$ cat src/rtl/fbpe_params.svh
// offsets, command words, field positions and timing counts
`ifndef FBPE_PARAMS_SVH
`define FBPE_PARAMS_SVH

// software register offsets
`define FBPE_OFS_CTRL 8'h00
`define FBPE_OFS_ADDR 8'h04
`define FBPE_OFS_COUNT 8'h08
`define FBPE_OFS_DATA 8'h0c
`define FBPE_OFS_STATUS 8'h10

// control register bit positions
`define FBPE_CTRL_PROG 0
`define FBPE_CTRL_SECT 1
`define FBPE_CTRL_CHIP 2
`define FBPE_CTRL_ABORT 3
`define FBPE_CTRL_ADD 4
`define FBPE_CTRL_HWRST 5

// status register bit positions
`define FBPE_ST_BUSY 0
`define FBPE_ST_WINDOW 1
`define FBPE_ST_PAGEERR 2
`define FBPE_ST_DONE 3
`define FBPE_ST_RDLSB 16

// flash word addresses and command data
`define FBPE_UNLOCK_A1 24'h000555
`define FBPE_UNLOCK_A2 24'h0002aa
`define FBPE_UNLOCK_D1 16'h00aa
`define FBPE_UNLOCK_D2 16'h0055
`define FBPE_CMD_LOAD 16'h0025
`define FBPE_CMD_CONFIRM 16'h0029
`define FBPE_CMD_ABORTRST 16'h00f0
`define FBPE_CMD_SETUP 16'h0080
`define FBPE_CMD_SECTOR 16'h0030
`define FBPE_CMD_CHIP 16'h0010
`define FBPE_PAGE_LAST 6'h1f
`define FBPE_TOGGLE_BIT 6
`define FBPE_WINEXP_BIT 3

// timing: figures in their own unit, counts derived from the clock
`define FBPE_CLK_NS 25
`define FBPE_WE_LOW_NS 35
`define FBPE_RD_NS 70
`define FBPE_RST_NS 500
`define FBPE_WIN_US 50
`define FBPE_WE_CYC ((`FBPE_WE_LOW_NS + `FBPE_CLK_NS - 1) / `FBPE_CLK_NS)
`define FBPE_RD_CYC ((`FBPE_RD_NS + `FBPE_CLK_NS - 1) / `FBPE_CLK_NS)
`define FBPE_RST_CYC ((`FBPE_RST_NS + `FBPE_CLK_NS - 1) / `FBPE_CLK_NS)
`define FBPE_WIN_CYC ((`FBPE_WIN_US * 1000) / `FBPE_CLK_NS)

`endif

$ cat src/rtl/fbpe_pkg.sv
// types shared by the flash sequencer controller
package fbpe_pkg;

    // operation being sequenced
    typedef enum logic [2:0] {
        OP_BUF, OP_SECT, OP_CHIP, OP_ABORT, OP_ADD
    } fbpe_op_t;

    // controller states
    typedef enum logic [3:0] {
        S_IDLE, S_SETUP, S_WELOW, S_HOLD, S_WINDOW,
        S_RDLOW, S_RDEND, S_RST
    } fbpe_state_t;

    // flash pin outputs
    typedef struct packed {
        logic [23:0] addr;
        logic [15:0] dout;
        logic dqOe;
        logic ceN;
        logic weN;
        logic oeN;
        logic rstN;
    } fbpe_pins_t;

    // software register request
    typedef struct packed {
        logic [7:0] addr;
        logic [31:0] wdata;
        logic wr;
        logic rd;
    } fbpe_swreq_t;

    // one flash bus write cycle
    typedef struct packed {
        logic [23:0] addr;
        logic [15:0] data;
    } fbpe_cyc_t;

endpackage
$ cat src/rtl/fbpe_host.sv
// host controller sequencing buffer program and erase on a nor flash
//
// The strobed register port and the register offsets were left to the implementer.
`timescale 1ns/1ps
`include "fbpe_params.svh"

module fbpe_host #(
    parameter int WIN_CYC = `FBPE_WIN_CYC, // sector add window
    parameter int WE_CYC = `FBPE_WE_CYC, // write strobe low time
    parameter int RD_CYC = `FBPE_RD_CYC, // read access time
    parameter int RST_CYC = `FBPE_RST_CYC, // reset pulse length
    parameter int BUF_WORDS = 32 // write buffer depth
) (
    input wire logic clk_sys,
    input wire logic srst,
    input wire fbpe_pkg::fbpe_swreq_t swReq,
    output logic [31:0] swRdata,
    output fbpe_pkg::fbpe_pins_t flashPins,
    input wire logic [15:0] flashDqIn
);
    import fbpe_pkg::*;

    // controller state
    fbpe_state_t stateReg, stateNext;
    fbpe_op_t opReg, opNext;
    logic [5:0] stepReg, stepNext; // write cycle index within sequence
    logic [4:0] cntReg, cntNext; // words minus one
    logic [23:0] tgtReg, tgtNext; // program or sector address
    logic [4:0] fillReg, fillNext; // buffer load index
    logic [15:0] timerReg, timerNext; // phase and window counter
    logic [15:0] rdReg, rdNext; // last polled word
    logic prevTglReg, prevTglNext; // toggle bit of previous poll
    logic havePrevReg, havePrevNext; // a previous poll exists
    logic pageErrReg, pageErrNext; // sticky page fault
    logic doneReg, doneNext; // sticky completion
    logic [31:0] rdataReg, rdataNext; // software read data
    fbpe_pins_t pinsReg, pinsNext;

    logic [15:0] bufMem [BUF_WORDS];
    // three stage pin synchroniser
    logic [15:0] dqS1, dqS2, dqS3;
    // decoded software strobes
    logic ctrlWr;
    logic [5:0] dataIdx;
    fbpe_cyc_t cyc;

    // last write step of each sequence
    function automatic logic [5:0] lastStep(fbpe_op_t op, logic [4:0] cnt);
        case (op)
            OP_BUF: lastStep = 6'({1'b0, cnt}) + 6'h05;
            OP_SECT, OP_CHIP: lastStep = 6'h05;
            OP_ABORT: lastStep = 6'h02;
            default: lastStep = 6'h00;
        endcase
    endfunction

    // address and data of one write cycle
    function automatic fbpe_cyc_t cycleFor(fbpe_op_t op, logic [5:0] step,
        logic [23:0] tgt, logic [4:0] cnt, logic [15:0] word);
        fbpe_cyc_t c;
        c.addr = tgt;
        c.data = `FBPE_CMD_SECTOR;
        if (op == OP_ADD) begin
            // single extra sector write
            c.data = `FBPE_CMD_SECTOR;
        end else if (step == 6'h00 || (op != OP_BUF && step == 6'h03)) begin
            c.addr = `FBPE_UNLOCK_A1;
            c.data = `FBPE_UNLOCK_D1;
        end else if (step == 6'h01 || (op != OP_BUF && step == 6'h04)) begin
            c.addr = `FBPE_UNLOCK_A2;
            c.data = `FBPE_UNLOCK_D2;
        end else if (op == OP_BUF) begin
            if (step == 6'h02) begin
                c.data = `FBPE_CMD_LOAD;
            end else if (step == 6'h03) begin
                c.data = {11'h000, cnt};
            end else if (step == lastStep(op, cnt)) begin
                c.data = `FBPE_CMD_CONFIRM;
            end else begin
                // one pair per word, same page
                c.addr = tgt + 24'(step - 6'h04);
                c.data = word;
            end
        end else if (op == OP_ABORT) begin
            c.addr = `FBPE_UNLOCK_A1;
            c.data = `FBPE_CMD_ABORTRST;
        end else if (step == 6'h02) begin
            c.addr = `FBPE_UNLOCK_A1;
            c.data = `FBPE_CMD_SETUP;
        end else if (op == OP_CHIP) begin
            c.addr = `FBPE_UNLOCK_A1;
            c.data = `FBPE_CMD_CHIP;
        end
        return c;
    endfunction

    // software decode
    assign ctrlWr = swReq.wr && swReq.addr == `FBPE_OFS_CTRL;
    assign dataIdx = stepReg - 6'h04;
    assign cyc = cycleFor(opReg, stepReg, tgtReg, cntReg,
        bufMem[dataIdx[4:0]]);
    assign flashPins = pinsReg;
    assign swRdata = rdataReg;

    // buffer memory load, only while idle
    always_ff @(posedge clk_sys) begin
        if (swReq.wr && swReq.addr == `FBPE_OFS_DATA && stateReg == S_IDLE) begin
            bufMem[fillReg] <= swReq.wdata[15:0];
        end
    end

    // data bus synchroniser
    always_ff @(posedge clk_sys) begin
        dqS1 <= flashDqIn;
        dqS2 <= dqS1;
        dqS3 <= dqS2;
    end

    // next state of the sequencer and register file
    always_comb begin
        stateNext = stateReg;
        opNext = opReg;
        stepNext = stepReg;
        cntNext = cntReg;
        tgtNext = tgtReg;
        fillNext = fillReg;
        timerNext = timerReg;
        rdNext = rdReg;
        prevTglNext = prevTglReg;
        havePrevNext = havePrevReg;
        pageErrNext = pageErrReg;
        doneNext = doneReg;
        pinsNext = pinsReg;
        rdataNext = 32'h0000_0000;
        // address and count writable while idle or in window
        if (swReq.wr && (stateReg == S_IDLE || stateReg == S_WINDOW)) begin
            if (swReq.addr == `FBPE_OFS_ADDR) begin
                tgtNext = swReq.wdata[23:0];
            end
            if (swReq.addr == `FBPE_OFS_COUNT) begin
                cntNext = swReq.wdata[4:0];
                fillNext = 5'h00;
            end
        end
        // buffer fill index advances per data write
        if (swReq.wr && swReq.addr == `FBPE_OFS_DATA && stateReg == S_IDLE) begin
            fillNext = fillReg + 5'h01;
        end
        // register reads, data one cycle later
        if (swReq.rd) begin
            case (swReq.addr)
                `FBPE_OFS_ADDR: rdataNext = {8'h00, tgtReg};
                `FBPE_OFS_COUNT: rdataNext = {27'h0, cntReg};
                `FBPE_OFS_DATA: rdataNext = {27'h0, fillReg};
                `FBPE_OFS_STATUS: begin
                    rdataNext = {rdReg, 12'h000, doneReg, pageErrReg,
                        stateReg == S_WINDOW, stateReg != S_IDLE};
                end
                default: rdataNext = 32'h0000_0000;
            endcase
        end
        case (stateReg)
            // idle: pins released, accept a new order
            S_IDLE: begin
                if (ctrlWr) begin
                    stepNext = 6'h00;
                    timerNext = 16'h0000;
                    if (swReq.wdata[`FBPE_CTRL_PROG]) begin
                        // refuse a load that crosses a page
                        if ({1'b0, tgtReg[4:0]} + {1'b0, cntReg} >
                            `FBPE_PAGE_LAST) begin
                            pageErrNext = 1'b1;
                        end else begin
                            pageErrNext = 1'b0;
                            doneNext = 1'b0;
                            opNext = OP_BUF;
                            stateNext = S_SETUP;
                        end
                    end else if (swReq.wdata[`FBPE_CTRL_SECT]) begin
                        opNext = OP_SECT;
                        doneNext = 1'b0;
                        stateNext = S_SETUP;
                    end else if (swReq.wdata[`FBPE_CTRL_CHIP]) begin
                        opNext = OP_CHIP;
                        doneNext = 1'b0;
                        stateNext = S_SETUP;
                    end else if (swReq.wdata[`FBPE_CTRL_ABORT]) begin
                        opNext = OP_ABORT;
                        doneNext = 1'b0;
                        stateNext = S_SETUP;
                    end
                end
            end
            // present address and data
            S_SETUP: begin
                pinsNext.addr = cyc.addr;
                pinsNext.dout = cyc.data;
                pinsNext.dqOe = 1'b1;
                pinsNext.ceN = 1'b0;
                timerNext = 16'h0000;
                stateNext = S_WELOW;
            end
            // write strobe low
            S_WELOW: begin
                pinsNext.weN = 1'b0;
                timerNext = timerReg + 16'h0001;
                // low for WE_CYC whole cycles
                if (timerReg == 16'(WE_CYC)) begin
                    pinsNext.weN = 1'b1;
                    stateNext = S_HOLD;
                end
            end
            // strobe has risen, hold then advance
            S_HOLD: begin
                pinsNext.dqOe = 1'b0;
                pinsNext.ceN = 1'b1;
                timerNext = 16'h0000;
                havePrevNext = 1'b0;
                if (opReg != OP_ADD && stepReg != lastStep(opReg, cntReg)) begin
                    stepNext = stepReg + 6'h01;
                    stateNext = S_SETUP;
                end else if (opReg == OP_SECT || opReg == OP_ADD) begin
                    // window counted from the rising strobe
                    stateNext = S_WINDOW;
                end else if (opReg == OP_ABORT) begin
                    doneNext = 1'b1;
                    stateNext = S_IDLE;
                end else begin
                    stateNext = S_RDLOW;
                end
            end
            // sector add window
            S_WINDOW: begin
                timerNext = timerReg + 16'h0001;
                if (ctrlWr && swReq.wdata[`FBPE_CTRL_ADD] &&
                    timerReg < 16'(WIN_CYC - 1)) begin
                    // extra sector only inside the window
                    opNext = OP_ADD;
                    stateNext = S_SETUP;
                end else if (timerReg >= 16'(WIN_CYC - 1)) begin
                    timerNext = 16'h0000;
                    stateNext = S_RDLOW;
                end
            end
            // status read of the busy location
            S_RDLOW: begin
                pinsNext.addr = (opReg == OP_BUF) ?
                    tgtReg + 24'(cntReg) : tgtReg;
                pinsNext.ceN = 1'b0;
                pinsNext.oeN = 1'b0;
                timerNext = timerReg + 16'h0001;
                if (timerReg >= 16'(RD_CYC + 2) && dqS2 == dqS3) begin
                    rdNext = dqS3;
                    stateNext = S_RDEND;
                end
            end
            // end of read, finished when toggle stands still
            S_RDEND: begin
                pinsNext.ceN = 1'b1;
                pinsNext.oeN = 1'b1;
                timerNext = 16'h0000;
                prevTglNext = rdReg[`FBPE_TOGGLE_BIT];
                havePrevNext = 1'b1;
                if (havePrevReg && prevTglReg == rdReg[`FBPE_TOGGLE_BIT]) begin
                    doneNext = 1'b1;
                    stateNext = S_IDLE;
                end else begin
                    stateNext = S_RDLOW;
                end
            end
            // hardware reset pulse
            S_RST: begin
                pinsNext.rstN = 1'b0;
                timerNext = timerReg + 16'h0001;
                if (timerReg == 16'(RST_CYC - 1)) begin
                    pinsNext.rstN = 1'b1;
                    stateNext = S_IDLE;
                end
            end
            default: stateNext = S_IDLE;
        endcase
        if (ctrlWr && swReq.wdata[`FBPE_CTRL_HWRST]) begin
            pinsNext = '{addr: 24'h0, dout: 16'h0, dqOe: 1'b0, ceN: 1'b1,
                weN: 1'b1, oeN: 1'b1, rstN: 1'b0};
            timerNext = 16'h0000;
            doneNext = 1'b0;
            stateNext = S_RST;
        end
    end

    // register all sequencer state
    always_ff @(posedge clk_sys) begin
        if (srst) begin
            stateReg <= S_IDLE;
            opReg <= OP_BUF;
            stepReg <= 6'h00;
            cntReg <= 5'h00;
            tgtReg <= 24'h000000;
            fillReg <= 5'h00;
            timerReg <= 16'h0000;
            rdReg <= 16'h0000;
            prevTglReg <= 1'b0;
            havePrevReg <= 1'b0;
            pageErrReg <= 1'b0;
            doneReg <= 1'b0;
            rdataReg <= 32'h0000_0000;
            pinsReg <= '{addr: 24'h0, dout: 16'h0, dqOe: 1'b0, ceN: 1'b1,
                weN: 1'b1, oeN: 1'b1, rstN: 1'b1};
        end else begin
            stateReg <= stateNext;
            opReg <= opNext;
            stepReg <= stepNext;
            cntReg <= cntNext;
            tgtReg <= tgtNext;
            fillReg <= fillNext;
            timerReg <= timerNext;
            rdReg <= rdNext;
            prevTglReg <= prevTglNext;
            havePrevReg <= havePrevNext;
            pageErrReg <= pageErrNext;
            doneReg <= doneNext;
            rdataReg <= rdataNext;
            pinsReg <= pinsNext;
        end
    end
endmodule

$ cat config.mk
export PLATFORM = sky130hd
export DESIGN_NAME = fbpe_host
export DESIGN_NICKNAME = d
export VERILOG_FILES = /design/src/rtl/fbpe_pkg.sv /design/src/rtl/fbpe_host.sv
export VERILOG_INCLUDE_DIRS = /design/src /design/src/rtl
export SDC_FILE = /design/constraint.sdc
export NUM_CORES = 1
export LEC_CHECK = 0
export ABC_CLOCK_PERIOD_IN_PS = 9650
export BUFFER_PORTS_ARGS = -buffer_cell sky130_fd_sc_hd__buf_2
export CAP_MARGIN = 30
export CORE_AREA = 3 3 315 317
export CTS_CLUSTER_DIAMETER = 100
export DETAILED_ROUTE_END_ITERATION = 10
export DIE_AREA = 0 0 318 320
export SLEW_MARGIN = 10
export SYNTH_ARGS = -nofsm -noshare
export SYNTH_HDL_FRONTEND = slang
export SYNTH_SLANG_ARGS = --single-unit
export TNS_END_PERCENT = 5
$ cat constraint.sdc
create_clock -name clk_sys -period 9.65 [get_ports clk_sys]
set_clock_uncertainty 0.2 [all_clocks]
set_input_delay 1.4475 -clock clk_sys [delete_from_list [all_inputs] [get_ports clk_sys]]
set_output_delay 1.4475 -clock clk_sys [all_outputs]
set_load 0.03 [all_outputs]
==> impl_metrics.toml <==
[final_layout]
layout.cells.non_filler = 3531
area_growth_pct = 16.9
final.fill_count = 9019
final_layout_size_suffix_gt1_share_pct = 23.2
layout.cells.most_common_list = "sky130_fd_sc_hd__edfxtp_1, sky130_fd_sc_hd__dfxtp_1, sky130_fd_sc_hd__nand2_1"
total_number_of_nets_in_the_final_design = 2284
antenna_cells_inserted = 0
layout_commonest_cell = "sky130_fd_sc_hd__edfxtp_1"
final_design_area_no_fill_um2 = 35000

[sta]
report.final.setup_viol = 0
min_period_ps = 4820
slew_worst_pin_ps = 935
fmaxAchievable_ghz = 0.208
hold_viol = 0
worst_slew_margin_rel_pct = 37.2
post-route-period-util_pct = 49.9
number_of_slew_limit_violations_in_the_final_report = 0
rsz_0062_raised_after_global_routing = "no"
tns_ps = 0

[hold_path]
hold_path_class = "flop to flop"
whs_endpoint = "dqS2[3]"
min_path_cells = 0
hold_path.startpoint = "dqS1[3]"

[global_routing]
global_route_wire_length_before_repair_um = 123000
global_route_total_usage_across_every_layer_pct = 15.8
globalRouteOverflowTotal = 0
first_global_vias = 18721
grt_antenna_before_repair = 7
grt_max_degree = 63

[yosys]
yosys.area.top_type = "sky130_fd_sc_hd__edfxtp_1"
netlist-cell-type-count = 89
synthArstFlopShare_pct = 0
syn-instance-count = 2041
synth-seq-area-share_pct = 65.1
synthTopCellsByArea = "sky130_fd_sc_hd__edfxtp_1, sky130_fd_sc_hd__dfxtp_1, sky130_fd_sc_hd__mux4_2, sky130_fd_sc_hd__nor2_1, sky130_fd_sc_hd__nand2_1"
yosys_warnings = 0
synth_edf_count = 512
post_synth_instance_area_um2 = 30000
synth.top_cell.area_share_pct = 51.3
postSynthRegisterBits = 719
synthesis.area_per_instance_um2 = 14.7
postSynth.topFlopCell = "sky130_fd_sc_hd__edfxtp_1"
synth_fp_nets = 2132

[power]
p_comb_share_pct = 9.6
peakVddDrop_mv = 0.130
power_report.internal_total_mw = 5.24
powerDensity_nw_per_um2 = 199
power.clock.fraction_pct = 41.5
sw_frac_of_total_pct = 25.0
share_seq_of_total_power_pct = 48.9
p_switching_mw = 1.75
leakage_nw = 11.6

[floorplanning]
start_util_pct = 31.0
die-height_um = 320
std_cell_rows = 114
coreArea_um2 = 96600
pin_count = 137
fp.dieW_um = 318
dieArea_um2 = 102000

[clock_tree]
cells_resized_by_post_cts_repair = 0
clkSinkCount = 719
htree_levels = 3
tritoncts = "yes"
postCtsHoldBufs = 0
cts.clk_slew.worst_paths_ps = 50
clock_tree.buffer_depth = 3
tritoncts.num_buffers = 76
postCtsSetupRepairBufs = 0
clockRootBuffer = "sky130_fd_sc_hd__clkbuf_16"
clock_latency_ps = 640

[worst_setup_path]
crit_fanout = 18
ws_path_type = "flop to flop"
critPathRequiredTime_ps = 9920
end_kind = "flop"
crit_path_start = "stepReg[2]"
timing.critical_path.arrival_ps = 5090
r2r_setup_slack_ps = 4830
worst_r2r_path_depth = 12
critPathLaunchType = "flop"
timing.rr.end = "flashPins[29]"
reg2reg_from = "stepReg[2]"

[place]
place.gp.congestion = 0.907
io_buffer_count = 128
placed_cells_incl_taps = 3386
hpwl_um = 53300
cell_area_after_placement_um2 = 32400

[detailed_routing]
post-route-drc-count = 0
vias = 18373
via_per_inst = 5.20
firstDrtPassIters = 5
routedWlPerCell_um = 23.0
route.final.wire_length_um = 81300
drt-initial-drc-count = 1694
post_route_ant_nets = 0

[status]
outcome = "finished, final reports clean"

[flow_run]
max_cap_viol_count = 0
==> routing by layer <==
layer  routed length [um]  share of wire (%)  up-vias  global-route usage, %
met2                38700                 48      721                   25.8
met4                 2520                3.1        4                   5.03
met1                34600                 43     9274                   21.2
met5                   21              0.026        -                      0
li1                     -                  -     8221                      -
met3                 5520                6.8      153                   3.18
==> Yosys cell counts (37+ instances only) <==
| cell | number |
|---|---|
| sky130_fd_sc_hd__dfxtp_1 | 207 |
| sky130_fd_sc_hd__edfxtp_1 | 512 |
| sky130_fd_sc_hd__o21ai_0 | 49 |
| sky130_fd_sc_hd__a21oi_1 | 102 |
| sky130_fd_sc_hd__nor2_1 | 171 |
| sky130_fd_sc_hd__nand2_1 | 163 |
| sky130_fd_sc_hd__nand3_1 | 40 |
| sky130_fd_sc_hd__mux2i_1 | 37 |
| sky130_fd_sc_hd__nor3_1 | 38 |
| sky130_fd_sc_hd__xnor2_1 | 45 |
| sky130_fd_sc_hd__clkbuf_1 | 75 |
| sky130_fd_sc_hd__mux4_2 | 160 |
==> worst max-delay path, stage by stage (launching register included) <==
cell and delay, ps:
sky130_fd_sc_hd__dfxtp_2 330, sky130_fd_sc_hd__clkinv_1 280, sky130_fd_sc_hd__ha_1 770, sky130_fd_sc_hd__inv_2 360
sky130_fd_sc_hd__ha_1 480, sky130_fd_sc_hd__o21a_1 210, sky130_fd_sc_hd__o31a_1 130, sky130_fd_sc_hd__o21ai_0 590
sky130_fd_sc_hd__nand2_1 360, sky130_fd_sc_hd__a31oi_1 390, sky130_fd_sc_hd__a2111oi_0 160, sky130_fd_sc_hd__nor3_1 280
sky130_fd_sc_hd__o22ai_1 120
==> how the worst max path moves through the flow <==
stage                          end  slack, ps  depth (start not counted)
finish               flashPins[29]       4830                         12
global route         flashPins[29]       4540                         12
CTS                  flashPins[29]       4950                         12
detailed placement   bufMem[0][12]       4780                          9
global placement    bufMem[27][12]       4700                          8
floorplan            bufMem[29][0]       5170                          7
==> stage by stage <==
stage | power (mW) | hold WS, ps | setup WS [ps] | utilization (%)
2_1_floorplan | 3.91 | 110 | 5170 | -
3_3_place_gp | 4.13 | 117 | 4700 | 33.3
3_5_place_dp | 4.14 | 115 | 4780 | 33.6
4_1_cts | 7.05 | 129 | 4950 | 36.2
5_1_grt | 7.25 | 141 | 4540 | 36.3
6_report | 6.99 | 126 | 4830 | 36.3
==> flip-flops by register name, summed over array words and instances (netlist names) <==
signal and flops:
stateReg 3, stepReg 6, cntReg 5, rdReg 16
dqS1 16, havePrevReg 1, timerReg 16, opReg 3
pageErrReg 1, flashPins 45, dqS3 16, bufMem 512
tgtReg 24, dqS2 16, fillReg 5, swRdata 32
doneReg 1, prevTglReg 1
==> power by group through the flow <==
stage / sequential, mW / combinational [mW] / clock (mW)
after floorplan: 3.48 / 0.428 / 0
after global placement: 3.48 / 0.652 / 0
after detailed placement: 3.48 / 0.660 / 0
after CTS: 3.42 / 0.662 / 2.97
after global routing: 3.42 / 0.733 / 3.09
final: 3.42 / 0.669 / 2.90
==> layout make-up <==
| type | instances | area [um^2] | share of cell area, % |
|---|---|---|---|
| multi-input cells | 1177 | 9920 | 28.3 |
| clock inverters | 42 | 455 | 1.30 |
| flip-flops and latches | 719 | 19500 | 55.7 |
| inverters | 26 | 97.6 | 0.279 |
| clock buffers | 98 | 2080 | 5.92 |
| well taps | 1276 | 1600 | 4.56 |
| repair buffers | 193 | 1360 | 3.89 |
==> kinds of logic after synthesis <==
group,synth area share [%]
fa+ha+maj,1.34
simple gates,9.03
flops,65.1
xor+xnor,2.13
compound gates,6.91
buf+inv,2.07
mux,13.4
Power figures use the tool's default switching activity.
